--- src/design/occ_pkg.sv ---
// Package: register map, field layout and modes of the output compare block
package occ_pkg;
   // Register offsets, indices on the register port
   localparam logic [7:0] ADDR_STATUS     = 8'h00;
   localparam logic [7:0] ADDR_MASK       = 8'h01;
   localparam logic [7:0] ADDR_TIMER_CTRL = 8'h02;
   localparam logic [7:0] ADDR_PERIOD_A   = 8'h03;
   localparam logic [7:0] ADDR_PERIOD_B   = 8'h04;
   localparam logic [7:0] ADDR_COUNT_A    = 8'h05;
   localparam logic [7:0] ADDR_COUNT_B    = 8'h06;
   localparam logic [7:0] ADDR_PIN_STATE  = 8'h07;
   localparam logic [7:0] ADDR_CHAN_BASE  = 8'h10;
   localparam int         CHAN_STRIDE     = 4;
   localparam logic [1:0] CH_SECONDARY    = 2'h0;
   localparam logic [1:0] CH_PRIMARY      = 2'h1;
   localparam logic [1:0] CH_CONTROL      = 2'h2;
   // Field positions
   localparam int         MODE_LSB        = 0;
   localparam int         MODE_MSB        = 2;
   localparam int         BASE_SEL_BIT    = 3;
   localparam int         RUN_A_BIT       = 15;
   localparam int         RUN_B_BIT       = 14;
   // Reset values
   localparam logic [15:0] RESET_WORD     = 16'h0000;
   localparam logic [15:0] RESET_PERIOD   = 16'hffff;
   // Compare modes
   typedef enum logic [2:0] {
      MODE_OFF    = 3'h0,
      MODE_LOW    = 3'h1,
      MODE_HIGH   = 3'h2,
      MODE_TOGGLE = 3'h3,
      MODE_SINGLE = 3'h4,
      MODE_CONT   = 3'h5
   } occ_mode_type;
endpackage : occ_pkg

--- src/design/occ_chan_if.sv ---
// Interface: configuration and status between the top and one compare channel
`timescale 1ns/1ps
interface occ_chan_if;
   logic [2:0]  mode;
   logic        base_sel;
   logic [15:0] primary;
   logic [15:0] secondary;
   logic        arm;
   logic        pin;
   logic        match;
   modport top  (output mode, base_sel, primary, secondary, arm, input pin, match);
   modport chan (input mode, base_sel, primary, secondary, arm, output pin, match);
endinterface : occ_chan_if

--- src/design/occ_channel.sv ---
// One compare channel: compare against the selected time base and drive the pin
`timescale 1ns/1ps
module occ_channel
   import occ_pkg::*;
(
   input  wire logic        clk,
   input  wire logic        rstn,
   input  wire logic [15:0] count_a,
   input  wire logic [15:0] count_b,
   input  wire logic        tick_a,
   input  wire logic        tick_b,
   occ_chan_if.chan         cif
);
   logic [15:0] count;
   logic        tick;
   logic        hit_primary;
   logic        hit_secondary;
   logic        done;

   // Pick the time base and its advance pulse
   assign count = cif.base_sel ? count_b : count_a;
   assign tick  = cif.base_sel ? tick_b : tick_a;
   // Match only on a live advance so a stopped timer does not repeat actions
   assign hit_primary   = tick && (count == cif.primary);
   assign hit_secondary = tick && (count == cif.secondary);
   assign cif.match     = (hit_primary || hit_secondary) && (cif.mode != MODE_OFF);

   // One-shot done flag, cleared by a fresh write of the single mode
   always_ff @(posedge clk)
   begin
      if (!rstn || cif.arm)
         done <= 1'b0;
      else if (cif.mode == MODE_SINGLE && hit_secondary)
         done <= 1'b1;
   end

   // Pin action; a wrap before reaching the value simply leaves the pin alone
   always_ff @(posedge clk)
   begin
      if (!rstn)
         cif.pin <= 1'b0;
      else
      begin
         case (occ_mode_type'(cif.mode))
            MODE_LOW:    if (hit_primary) cif.pin <= 1'b0;
            MODE_HIGH:   if (hit_primary) cif.pin <= 1'b1;
            MODE_TOGGLE: if (hit_primary) cif.pin <= ~cif.pin;
            MODE_SINGLE:
            begin
               if (hit_secondary)
                  cif.pin <= 1'b0;
               else if (hit_primary && !done)
                  cif.pin <= 1'b1;
            end
            MODE_CONT:
            begin
               if (hit_secondary)
                  cif.pin <= 1'b0;
               else if (hit_primary)
                  cif.pin <= 1'b1;
            end
            default: cif.pin <= cif.pin;
         endcase
      end
   end
endmodule : occ_channel

--- src/design/occ_top.sv ---
// Output compare block: register port, two time bases, compare channels, interrupt
`timescale 1ns/1ps
module occ_top
   import occ_pkg::*;
#(
   parameter int CHANNELS = 8
)
(
   input  wire logic                clk,
   input  wire logic                rstn,
   input  wire logic [7:0]          addr,
   input  wire logic [15:0]         wdata,
   input  wire logic                wr,
   input  wire logic                rd,
   output logic [15:0]              rdata,
   output logic [CHANNELS-1:0]      compare_output_pin,
   output logic                     irq
);
   logic [15:0]         timer_control_register;
   logic [15:0]         period_a;
   logic [15:0]         period_b;
   logic [15:0]         count_a;
   logic [15:0]         count_b;
   logic                tick_a;
   logic                tick_b;
   logic [15:0]         status;
   logic [15:0]         mask;
   logic [15:0]         next_rdata;
   logic [15:0]         primary_compare_value   [CHANNELS];
   logic [15:0]         secondary_compare_value [CHANNELS];
   logic [15:0]         compare_control_register[CHANNELS];
   logic [CHANNELS-1:0] arm;
   logic [CHANNELS-1:0] match;
   logic                chan_hit;
   logic [2:0]          chan_idx;
   logic [1:0]          chan_reg;

   // Channel window decode: four words per channel from the base
   assign chan_hit = (addr >= ADDR_CHAN_BASE)
                  && (addr < 8'(ADDR_CHAN_BASE + CHANNELS * CHAN_STRIDE));
   assign chan_idx = 3'((addr - ADDR_CHAN_BASE) >> 2);
   assign chan_reg = addr[1:0];

   // Timer control: run bits for both time bases
   always_ff @(posedge clk)
   begin
      if (!rstn)
         timer_control_register <= RESET_WORD;
      else if (wr && addr == ADDR_TIMER_CTRL)
         timer_control_register <= wdata;
   end

   // Period registers
   always_ff @(posedge clk)
   begin
      if (!rstn)
      begin
         period_a <= RESET_PERIOD;
         period_b <= RESET_PERIOD;
      end
      else if (wr && addr == ADDR_PERIOD_A)
         period_a <= wdata;
      else if (wr && addr == ADDR_PERIOD_B)
         period_b <= wdata;
   end

   // Time bases advance once per clock while running, wrap at the period
   assign tick_a = timer_control_register[RUN_A_BIT];
   assign tick_b = timer_control_register[RUN_B_BIT];
   always_ff @(posedge clk)
   begin
      if (!rstn)
         count_a <= RESET_WORD;
      else if (wr && addr == ADDR_COUNT_A)
         count_a <= wdata;
      else if (tick_a)
         count_a <= (count_a >= period_a) ? RESET_WORD : count_a + 16'h0001;
   end
   always_ff @(posedge clk)
   begin
      if (!rstn)
         count_b <= RESET_WORD;
      else if (wr && addr == ADDR_COUNT_B)
         count_b <= wdata;
      else if (tick_b)
         count_b <= (count_b >= period_b) ? RESET_WORD : count_b + 16'h0001;
   end

   // Per-channel compare values and control words
   always_ff @(posedge clk)
   begin
      if (!rstn)
      begin
         for (int i = 0; i < CHANNELS; i++)
         begin
            primary_compare_value[i]    <= RESET_WORD;
            secondary_compare_value[i]  <= RESET_WORD;
            compare_control_register[i] <= RESET_WORD;
         end
      end
      else if (wr && chan_hit)
      begin
         case (chan_reg)
            CH_SECONDARY: secondary_compare_value[chan_idx]  <= wdata;
            CH_PRIMARY:   primary_compare_value[chan_idx]    <= wdata;
            CH_CONTROL:   compare_control_register[chan_idx] <= wdata;
            default:      ;
         endcase
      end
   end

   // A control write that sets single mode re-arms that channel
   always_comb
   begin
      arm = '0;
      if (wr && chan_hit && chan_reg == CH_CONTROL
          && wdata[MODE_MSB:MODE_LSB] == MODE_SINGLE)
         arm[chan_idx] = 1'b1;
   end

   // Channels, each with its own interface
   for (genvar g = 0; g < CHANNELS; g++)
   begin : gen_chan
      occ_chan_if cif ();
      assign cif.mode      = compare_control_register[g][MODE_MSB:MODE_LSB];
      assign cif.base_sel  = compare_control_register[g][BASE_SEL_BIT];
      assign cif.primary   = primary_compare_value[g];
      assign cif.secondary = secondary_compare_value[g];
      assign cif.arm       = arm[g];
      assign compare_output_pin[g] = cif.pin;
      assign match[g]      = cif.match;
      occ_channel u_chan (
         .clk     (clk),
         .rstn    (rstn),
         .count_a (count_a),
         .count_b (count_b),
         .tick_a  (tick_a),
         .tick_b  (tick_b),
         .cif     (cif.chan)
      );
   end

   // Sticky match flags; a new match wins over a write-one clear
   always_ff @(posedge clk)
   begin
      if (!rstn)
         status <= RESET_WORD;
      else
         status <= (status & ~((wr && addr == ADDR_STATUS) ? wdata : 16'h0000))
                 | 16'(match);
   end

   // Interrupt mask
   always_ff @(posedge clk)
   begin
      if (!rstn)
         mask <= RESET_WORD;
      else if (wr && addr == ADDR_MASK)
         mask <= wdata;
   end

   assign irq = |(status & mask);

   // Read mux; unmapped addresses read zero
   always_comb
   begin
      next_rdata = 16'h0000;
      if (chan_hit)
      begin
         case (chan_reg)
            CH_SECONDARY: next_rdata = secondary_compare_value[chan_idx];
            CH_PRIMARY:   next_rdata = primary_compare_value[chan_idx];
            CH_CONTROL:   next_rdata = compare_control_register[chan_idx];
            default:      next_rdata = 16'h0000;
         endcase
      end
      else
      begin
         case (addr)
            ADDR_STATUS:     next_rdata = status;
            ADDR_MASK:       next_rdata = mask;
            ADDR_TIMER_CTRL: next_rdata = timer_control_register;
            ADDR_PERIOD_A:   next_rdata = period_a;
            ADDR_PERIOD_B:   next_rdata = period_b;
            ADDR_COUNT_A:    next_rdata = count_a;
            ADDR_COUNT_B:    next_rdata = count_b;
            ADDR_PIN_STATE:  next_rdata = 16'(compare_output_pin);
            default:         next_rdata = 16'h0000;
         endcase
      end
   end

   // Read data stand one cycle after the strobe
   always_ff @(posedge clk)
   begin
      if (!rstn)
         rdata <= RESET_WORD;
      else if (rd)
         rdata <= next_rdata;
      else
         rdata <= RESET_WORD;
   end
endmodule : occ_top

--- config.mk ---
export PLATFORM = sky130hd
export DESIGN_NAME = occ_top
export DESIGN_NICKNAME = d
export VERILOG_FILES = /design/src/design/occ_pkg.sv /design/src/design/occ_chan_if.sv /design/src/design/occ_channel.sv /design/src/design/occ_top.sv
export SDC_FILE = /design/constraint.sdc
export NUM_CORES = 1
export LEC_CHECK = 0
export BUFFER_PORTS_ARGS = -buffer_cell sky130_fd_sc_hd__buf_2
export CAP_MARGIN = 40
export CORE_MARGIN = 5
export CORE_UTILIZATION = 35
export DETAILED_ROUTE_END_ITERATION = 7
export GPL_TIMING_DRIVEN = 1
export PLACE_DENSITY = 0.59
export SLEW_MARGIN = 20
export SYNTH_ARGS = -nofsm -noshare
export SYNTH_HDL_FRONTEND = slang
export SYNTH_SLANG_ARGS = --single-unit
--- constraint.sdc ---
create_clock -name clk -period 6.2 [get_ports clk]
set_clock_uncertainty 0.15 [all_clocks]
set_input_delay 0.62 -clock clk [delete_from_list [all_inputs] [get_ports clk]]
set_output_delay 0.62 -clock clk [all_outputs]
set_load 0.005 [all_outputs]
==> run_results.csv, run 1 <==
group,metric,value,unit
cells_and_area,areaGrowthSynthToFinish,13.1,%
detailed_routing,finalWirelength,124000,um
timing,hold_violations,0,
cts,clkSinkCount,528,
detailed_routing,drt_iter0_drc,3727,
place,io_buffers,52,
critical_path,r2r_end,"status[7]$_SDFF_PN0_",
timing,rsz0062_at_grt,"false",
critical_path,crit_chain,"mux2i_1, xnor2_1, nor4_1, nand3_1, a2111oi_2, o32ai_1, a21oi_1",
worst_hold_path,worst_hold_path_type,"in2reg",
critical_path,reg2reg_slack,2.61,ns
cells_and_area,finalCoreUtilization,0.398,
timing,final_min_period_over_clock_period,0.580,
critical_path,start_kind,"flip-flop",
synthesis,yosys_most_used_dff,"edfxtp_1",
timing,fin_ws,2.61,ns
die,initial_core_util,0.352,
global_route,first_pass_grt_wire_length,171000,um
place,globalplace.congestion,1.02,
detailed_routing,dr_total_vias,23300,
synthesis,synth_sequential_area_ratio,0.481,
cts,cts_max_level,2,
die,die_area,91600,sq um
critical_path,worst_setup_path_end_kind,"flip-flop",
cts,cts.root.buffer_cell,"clkbuf_16",
timing,final_period_minus_worst_setup_slack,3.59,ns
cts,post_cts_resized,0,
global_route,grt_pass1_vias,22300,
synthesis,synthesis.yosys.warnings,0,
run_status,result_of_the_run,"complete, no violations",
place,dpl_worst_slack,2.14,ns
cts,clock_latency,0.68,ns
critical_path,crit_path_arrival_time,4.04,ns
critical_path,reg2regPathDepth,7,
critical_path,r2r-start,"count_a[14]$_SDFFE_PN0P_",
critical_path,critical_path_buf_inv_count,0,
cts,cts_made_buffers,58,
global_route,track_usage,0.263,
timing,slew_headroom,0.357,
worst_hold_path,whs_endpoint,"timer_control_register[10]$_SDFFE_PN0P_",
die,floorplan_die_width,303,um
critical_path,largest_stage_delay_on_the_critical_path,0.91,ns
cells_and_area,layout.nets,2727,
worst_hold_path,hold_path_depth,3,
detailed_routing,drt-vias-per-instance,6.04,
detailed_routing,remaining_drc_errors,0,
pwr,power_per_cell_area,262,nW/um^2
die,die_y,303,um
synthesis,postSynthCellCount,2666,
detailed_routing,drt.antenna.violating_nets,0,
synthesis,post_synth_num_cell_types,70,
critical_path,critPathMaxFanout,10,
timing,setup-tns-final,0,ns
cells_and_area,fillerInstances,8079,
cts,cts.reportedPaths.clkPinSlew,0.06,ns
place,dp_hpwl,87300,um
die,ios,53,
cells_and_area,drive_above_1_share,0.148,
synthesis,async_reset_ff_frac,0,
cts,ctsHoldBuffers,0,
cts,cts_max_path_buffers,3,
global_route,grt_start_max_net_pins,54,
pwr,worst_ir_drop_vdd,0.243,mV
timing,setup_violations,0,
flow_run,timing.max_cap.violations,0,
die,placeableCoreArea,85100,sq um
synthesis,synth.cell_area,30000,sq um
synthesis,synth_enable_flop_cells,384,
cts,tritoncts,"done",
global_route,grt_overflow,0,
critical_path,crit_family,"compound AO/OA/AOI/OAI gates",
detailed_routing,drt_pre_antenna_iters,6,
detailed_routing,drt-wirelength-per-cell,32.0,um
cts,cts.repair_timing.setup_buffer_count,0,
timing,slew_violations,0,
worst_hold_path,worstHoldStart,"wdata[10]",
critical_path,slowest_stage,"dfxtp_1",
synthesis,synthesis_stage_register_bit_count,528,
synthesis,synth.net_count,2728,
timing,tightestPinTransition,0.956,ns
synthesis,synthesis.area_per_instance,11.2,sq um
critical_path,crit_required,6.65,ns
pwr,power.static_leakage,12.2,nW
die,row_count,107,
timing,maxClockFrequency,278,MHz
critical_path,timing.setup.critical_path_class,"reg2reg",
global_route,grt_antenna_before_repair,11,
[per-layer routing]
layer,track usage,vias to the layer above,wire length (um),share of wire
li1,-,9659,-,-
met1,0.365,11500,48400,0.39
met2,0.384,1751,52000,0.42
met3,0.0646,373,15400,0.12
met4,0.134,2,7880,0.064
met5,0,-,13,0.00011
[sequential cells by signal, indices dropped and copies added, names as in the netlist]
| name | count |
|---|---|
| compare_control_register | 128 |
| count_a | 16 |
| count_b | 16 |
| gen_chan.u_chan.cif.pin | 8 |
| gen_chan.u_chan.done | 8 |
| mask | 16 |
| period_a | 16 |
| period_b | 16 |
| primary_compare_value | 128 |
| rdata | 16 |
| secondary_compare_value | 128 |
| status | 16 |
| timer_control_register | 16 |
[final cells by class]
class / count / area [sq um] / area share
diodes: 3 / 7.51 / 0.000221
inverters: 59 / 221 / 0.00653
well taps: 1144 / 1430 / 0.0422
clock buffers: 79 / 1610 / 0.0475
repair buffers: 173 / 1430 / 0.0420
clock inverters: 31 / 465 / 0.0137
multi-input cells: 1845 / 14300 / 0.423
flip-flops and latches: 528 / 14400 / 0.425
[placed cells by master (no fill, tap or decap), types with 11 or more instances in the layout]
cell type,instances
o211ai_1,48
and2_1,392
o21ai_1,25
clkbuf_16,59
a32oi_1,11
a21o_1,15
mux4_2,108
ha_1,34
nand2_1,163
inv_1,57
dfxtp_1,144
xor2_1,72
a31oi_1,25
a22o_1,21
a221oi_1,22
nor3b_1,18
xnor2_1,199
edfxtp_1,384
buf_2,54
nor2_1,88
mux2i_1,161
nor4_1,54
nor2b_1,20
buf_4,95
clkinv_2,11
nand3_1,30
nor3_1,24
clkbuf_1,14
o22ai_1,36
nand4_1,30
a21oi_1,89
o21ai_0,58
[worst reg2reg max path: stages, from the launching register on]
cell       delay [ns]
dfxtp_1          0.91
mux2i_1          0.28
xnor2_1          0.19
nor4_1           0.46
nand3_1          0.23
a2111oi_2        0.83
o32ai_1          0.30
a21oi_1          0.20
[power by group]
part	leakage (nW)	switching [mW]	total [mW]	internal [mW]
Sequential	4.81	0.174	4.10	3.93
Combinational	6.41	0.649	1.02	0.370
Clock	1.01	1.55	3.77	2.21
[logic make-up after synthesis]
logic type | count (synthesis) | synth area share
AOI/OAI and AO/OA | 393 | 0.0862
adders and majority gates | 34 | 0.0142
DFF | 528 | 0.481
buffers and inverters | 293 | 0.0412
muxes | 276 | 0.138
and+or+nand+nor | 871 | 0.161
xor gates and xnor gates | 271 | 0.0791
[synthesized netlist by cell type (72+ instances only)]
library cell	n	area share
and2_1	392	0.082
edfxtp_1	384	0.38
xnor2_1	199	0.058
nand2_1	163	0.020
mux2i_1	161	0.054
clkbuf_1	155	0.019
dfxtp_1	144	0.096
mux4_2	108	0.081
a21oi_1	89	0.015
nor2_1	88	0.011
o21ai_0	82	0.014
xor2_1	72	0.021
[per-stage QoR]
step	total power, mW	instance area [sq um]	instances	hold WS [ns]
2_1_floorplan	4.67	30000	2666	0.272
3_3_place_gp	5.11	31300	3706	0.284
3_5_place_dp	5.14	31700	3739	0.291
4_1_cts	8.88	33800	3849	0.262
5_1_grt	9.10	33900	3859	0.291
6_report	8.89	33900	3862	0.286
[how the worst max path moves through the flow]
| stage | from | endpoint | slack (ns) | cells past startpoint |
|---|---|---|---|---|
| 2_1_floorplan | addr[4] | primary_compare_value[3][0]$_SDFFCE_PN0P_ | 2.63 | 8 |
| 3_3_place_gp | addr[4] | count_b[15]$_SDFFE_PN0P_ | 1.92 | 9 |
| 3_5_place_dp | addr[4] | timer_control_register[11]$_SDFFE_PN0P_ | 2.14 | 7 |
| 4_1_cts | count_b[7]$_SDFFE_PN0P_ | status[7]$_SDFF_PN0_ | 2.75 | 7 |
| 5_1_grt | compare_control_register[2][3]$_SDFFCE_PN0P_ | gen_chan[2].u_chan.done$_SDFFE_PP0P_ | 2.58 | 8 |
| 6_report | count_a[14]$_SDFFE_PN0P_ | status[7]$_SDFF_PN0_ | 2.61 | 7 |
(Power assumes the default switching activity.)
==> run 2: changes to the inputs <==
==> constraint.sdc (replaced) <==
create_clock -name clk -period 3.5 [get_ports clk]
set_clock_uncertainty 0.15 [all_clocks]
set_input_delay 0.35 -clock clk [delete_from_list [all_inputs] [get_ports clk]]
set_output_delay 0.35 -clock clk [all_outputs]
set_load 0.005 [all_outputs]
==> run 2 against run 1 <==
Setup slack got worse by 2.4 ns. Non-clock buffer count increased by 109. Via count increased by 2.9%. Fmax grew 11%. Combinational power up 85%. Die area unchanged. Critical endpoint is now gen_chan[3].u_chan.done$_SDFFE_PP0P_. Total power grew 77%. Largest cell class unchanged. Wire length is 8.5% higher. Hold slack lost 0.26 ns.
==> run_results.csv, run 2 (synthesized netlist as in run 1, its figures left out) <==
group,metric,value,unit
cells_and_area,mostFrequentLayoutCells,"392 x and2_1, 384 x edfxtp_1, 200 x buf_4, 199 x xnor2_1, 163 x nand2_1",
cts,cts.reportedPaths.clkPinSlew,0.06,ns
worst_hold_path,hold_path_depth,3,
pwr,power.static_leakage,12.8,nW
global_route,grt_start_max_net_pins,58,
global_route,grt_overflow,0,
timing,setup_violations,0,
timing,setup-tns-final,0,ns
die,ios,53,
critical_path,r2r-start,"compare_control_register[3][3]$_SDFFCE_PN0P_",
global_route,track_usage,0.287,
cells_and_area,layout.cells.most_common,"and2_1",
detailed_routing,drt.antenna.violating_nets,0,
pwr,p_seq_frac,0.466,
cells_and_area,layout.nets,2838,
cts,cts_made_buffers,60,
critical_path,crit_required,3.94,ns
place,dp_hpwl,98700,um
critical_path,r2r_end,"gen_chan[3].u_chan.done$_SDFFE_PP0P_",
detailed_routing,drt_pre_antenna_iters,6,
cts,tritoncts,"done",
die,initial_core_util,0.352,
cts,clock_latency,0.67,ns
detailed_routing,drt_iter0_drc,3676,
critical_path,reg2reg_slack,0.25,ns
worst_hold_path,whs_endpoint,"count_a[9]$_SDFFE_PN0P_",
global_route,first_pass_grt_wire_length,185000,um
critical_path,critPathMaxFanout,8,
die,floorplan_die_width,303,um
critical_path,reg2regPathDepth,9,
cts,cts.root.buffer_cell,"clkbuf_16",
cells_and_area,drive_above_1_share,0.179,
timing,rsz0062_at_grt,"false",
detailed_routing,drt-vias-per-instance,6.04,
pwr,intPower,11.4,mW
pwr,netSwitchingFraction,0.275,
die,placeableCoreArea,85100,sq um
timing,slew_headroom,0.416,
worst_hold_path,worstHoldStart,"wdata[9]",
flow_run,timing.max_cap.violations,0,
detailed_routing,dr_total_vias,24000,
critical_path,crit_path_arrival_time,3.69,ns
critical_path,timing.setup.critical_path_class,"reg2reg",
place,dpl_worst_slack,0.306,ns
pwr,power_per_cell_area,451,nW/um^2
die,die_area,91600,sq um
cts,cts_max_path_buffers,3,
cells_and_area,layout_top_registers,"compare_control_register: 128 flops, primary_compare_value: 128 flops, secondary_compare_value: 128 flops",
global_route,grt_antenna_before_repair,12,
cells_and_area,areaGrowthSynthToFinish,16.0,%
global_route,grt_pass1_vias,23300,
timing,final_min_period_over_clock_period,0.927,
timing,fin_ws,0.254,ns
pwr,pwr-share-comb,0.121,
timing,hold_violations,0,
pwr,net-switching-power,4.32,mW
timing,maxClockFrequency,308,MHz
run_status,result_of_the_run,"complete, no violations",
cells_and_area,fillerInstances,8057,
cts,cts_max_level,2,
critical_path,worst_setup_path_end_kind,"flip-flop",
timing,final_period_minus_worst_setup_slack,3.25,ns
worst_hold_path,worst_hold_path_type,"in2reg",
critical_path,start_kind,"flip-flop",
detailed_routing,drt-wirelength-per-cell,33.8,um
pwr,worst_ir_drop_vdd,0.394,mV
place,io_buffers,52,
timing,slew_violations,0,
timing,tightestPinTransition,0.872,ns
die,die_y,303,um
cts,clkSinkCount,528,
pwr,power_frac_clock,0.413,
detailed_routing,finalWirelength,134000,um
cts,post_cts_resized,0,
place,globalplace.congestion,1.04,
die,row_count,107,
cts,ctsHoldBuffers,5,
cts,cts.repair_timing.setup_buffer_count,0,
detailed_routing,remaining_drc_errors,0,
[run 2: cell count changes in the layout (fill, tap and decap cells not counted), moves of 5 or more]
cell           change
buf_8              -7
buf_4            +105
buf_12            +11
buf_2              -5
dlygate4sd3_1      +5
clkinv_1           +7
[run 2: final cells by class]
cell class,instances,area [sq um],share of cell area
Timing Repair Buffer,282,2370,0.0681
Clock inverter,37,397,0.0114
Inverter,59,221,0.00636
Tap cell,1144,1430,0.0411
Multi-Input combinational cell,1845,14300,0.412
Clock buffer,77,1610,0.0461
Sequential cell,528,14400,0.414
Antenna cell,5,12.5,0.000360
[run 2: through the flow]
step / hold slack, ns / instance area [sq um] / cells / utilization / total power [mW]
finish: 0.0229 / 34800 / 3977 / 0.409 / 15.7
global route: 0.0469 / 34800 / 3972 / 0.409 / 16.1
CTS: 0.0117 / 34800 / 3970 / 0.408 / 15.7
detailed placement: 0.298 / 32700 / 3851 / 0.384 / 9.26
global placement: 0.287 / 32400 / 3830 / 0.380 / 9.22
floorplan: 0.272 / 30000 / 2666 / - / 8.27
[run 2: critical path, cell delays in order, from the launching register on]
cell and delay (ns):
edfxtp_1 0.60, buf_4 0.30, mux2i_1 0.45, xnor2_1 0.13, nor4_1 0.31, nand3_1 0.19, a2111oi_2 0.57, nand3b_1 0.18
nor2_1 0.12, o221a_1 0.18
[run 2: worst max-delay path by stage]
stage                                                      start                                   endpoint  slack [ns]  cells after the start
finish              compare_control_register[3][3]$_SDFFCE_PN0P_       gen_chan[3].u_chan.done$_SDFFE_PP0P_        0.25                      9
global route        compare_control_register[3][3]$_SDFFCE_PN0P_       gen_chan[3].u_chan.done$_SDFFE_PP0P_        0.13                      9
CTS                 compare_control_register[3][3]$_SDFFCE_PN0P_       gen_chan[3].u_chan.done$_SDFFE_PP0P_        0.26                      9
detailed placement  compare_control_register[3][3]$_SDFFCE_PN0P_       gen_chan[3].u_chan.done$_SDFFE_PP0P_        0.31                      9
global placement    compare_control_register[1][3]$_SDFFCE_PN0P_    gen_chan[1].u_chan.cif.pin$_SDFFE_PN0P_        0.04                      9
floorplan                                                addr[4]  primary_compare_value[3][0]$_SDFFCE_PN0P_        0.20                      8
[run 2: power by group through the flow]
stage	logic [mW]	clock network, mW	registers, mW
finish	1.89	6.49	7.32
detailed placement	1.84	0	7.42
global placement	1.79	0	7.43
CTS	1.85	6.55	7.29
floorplan	1.05	0	7.22
global route	1.94	6.80	7.32
[run 2: per-layer routing]
metal | GRT usage | vias to the layer above | wire, um
li1 | - | 9902 | -
met1 | 0.402 | 12000 | 54300
met2 | 0.414 | 1722 | 55300
met3 | 0.0780 | 350 | 16700
met4 | 0.135 | 0 | 7950
met5 | 0 | - | 0
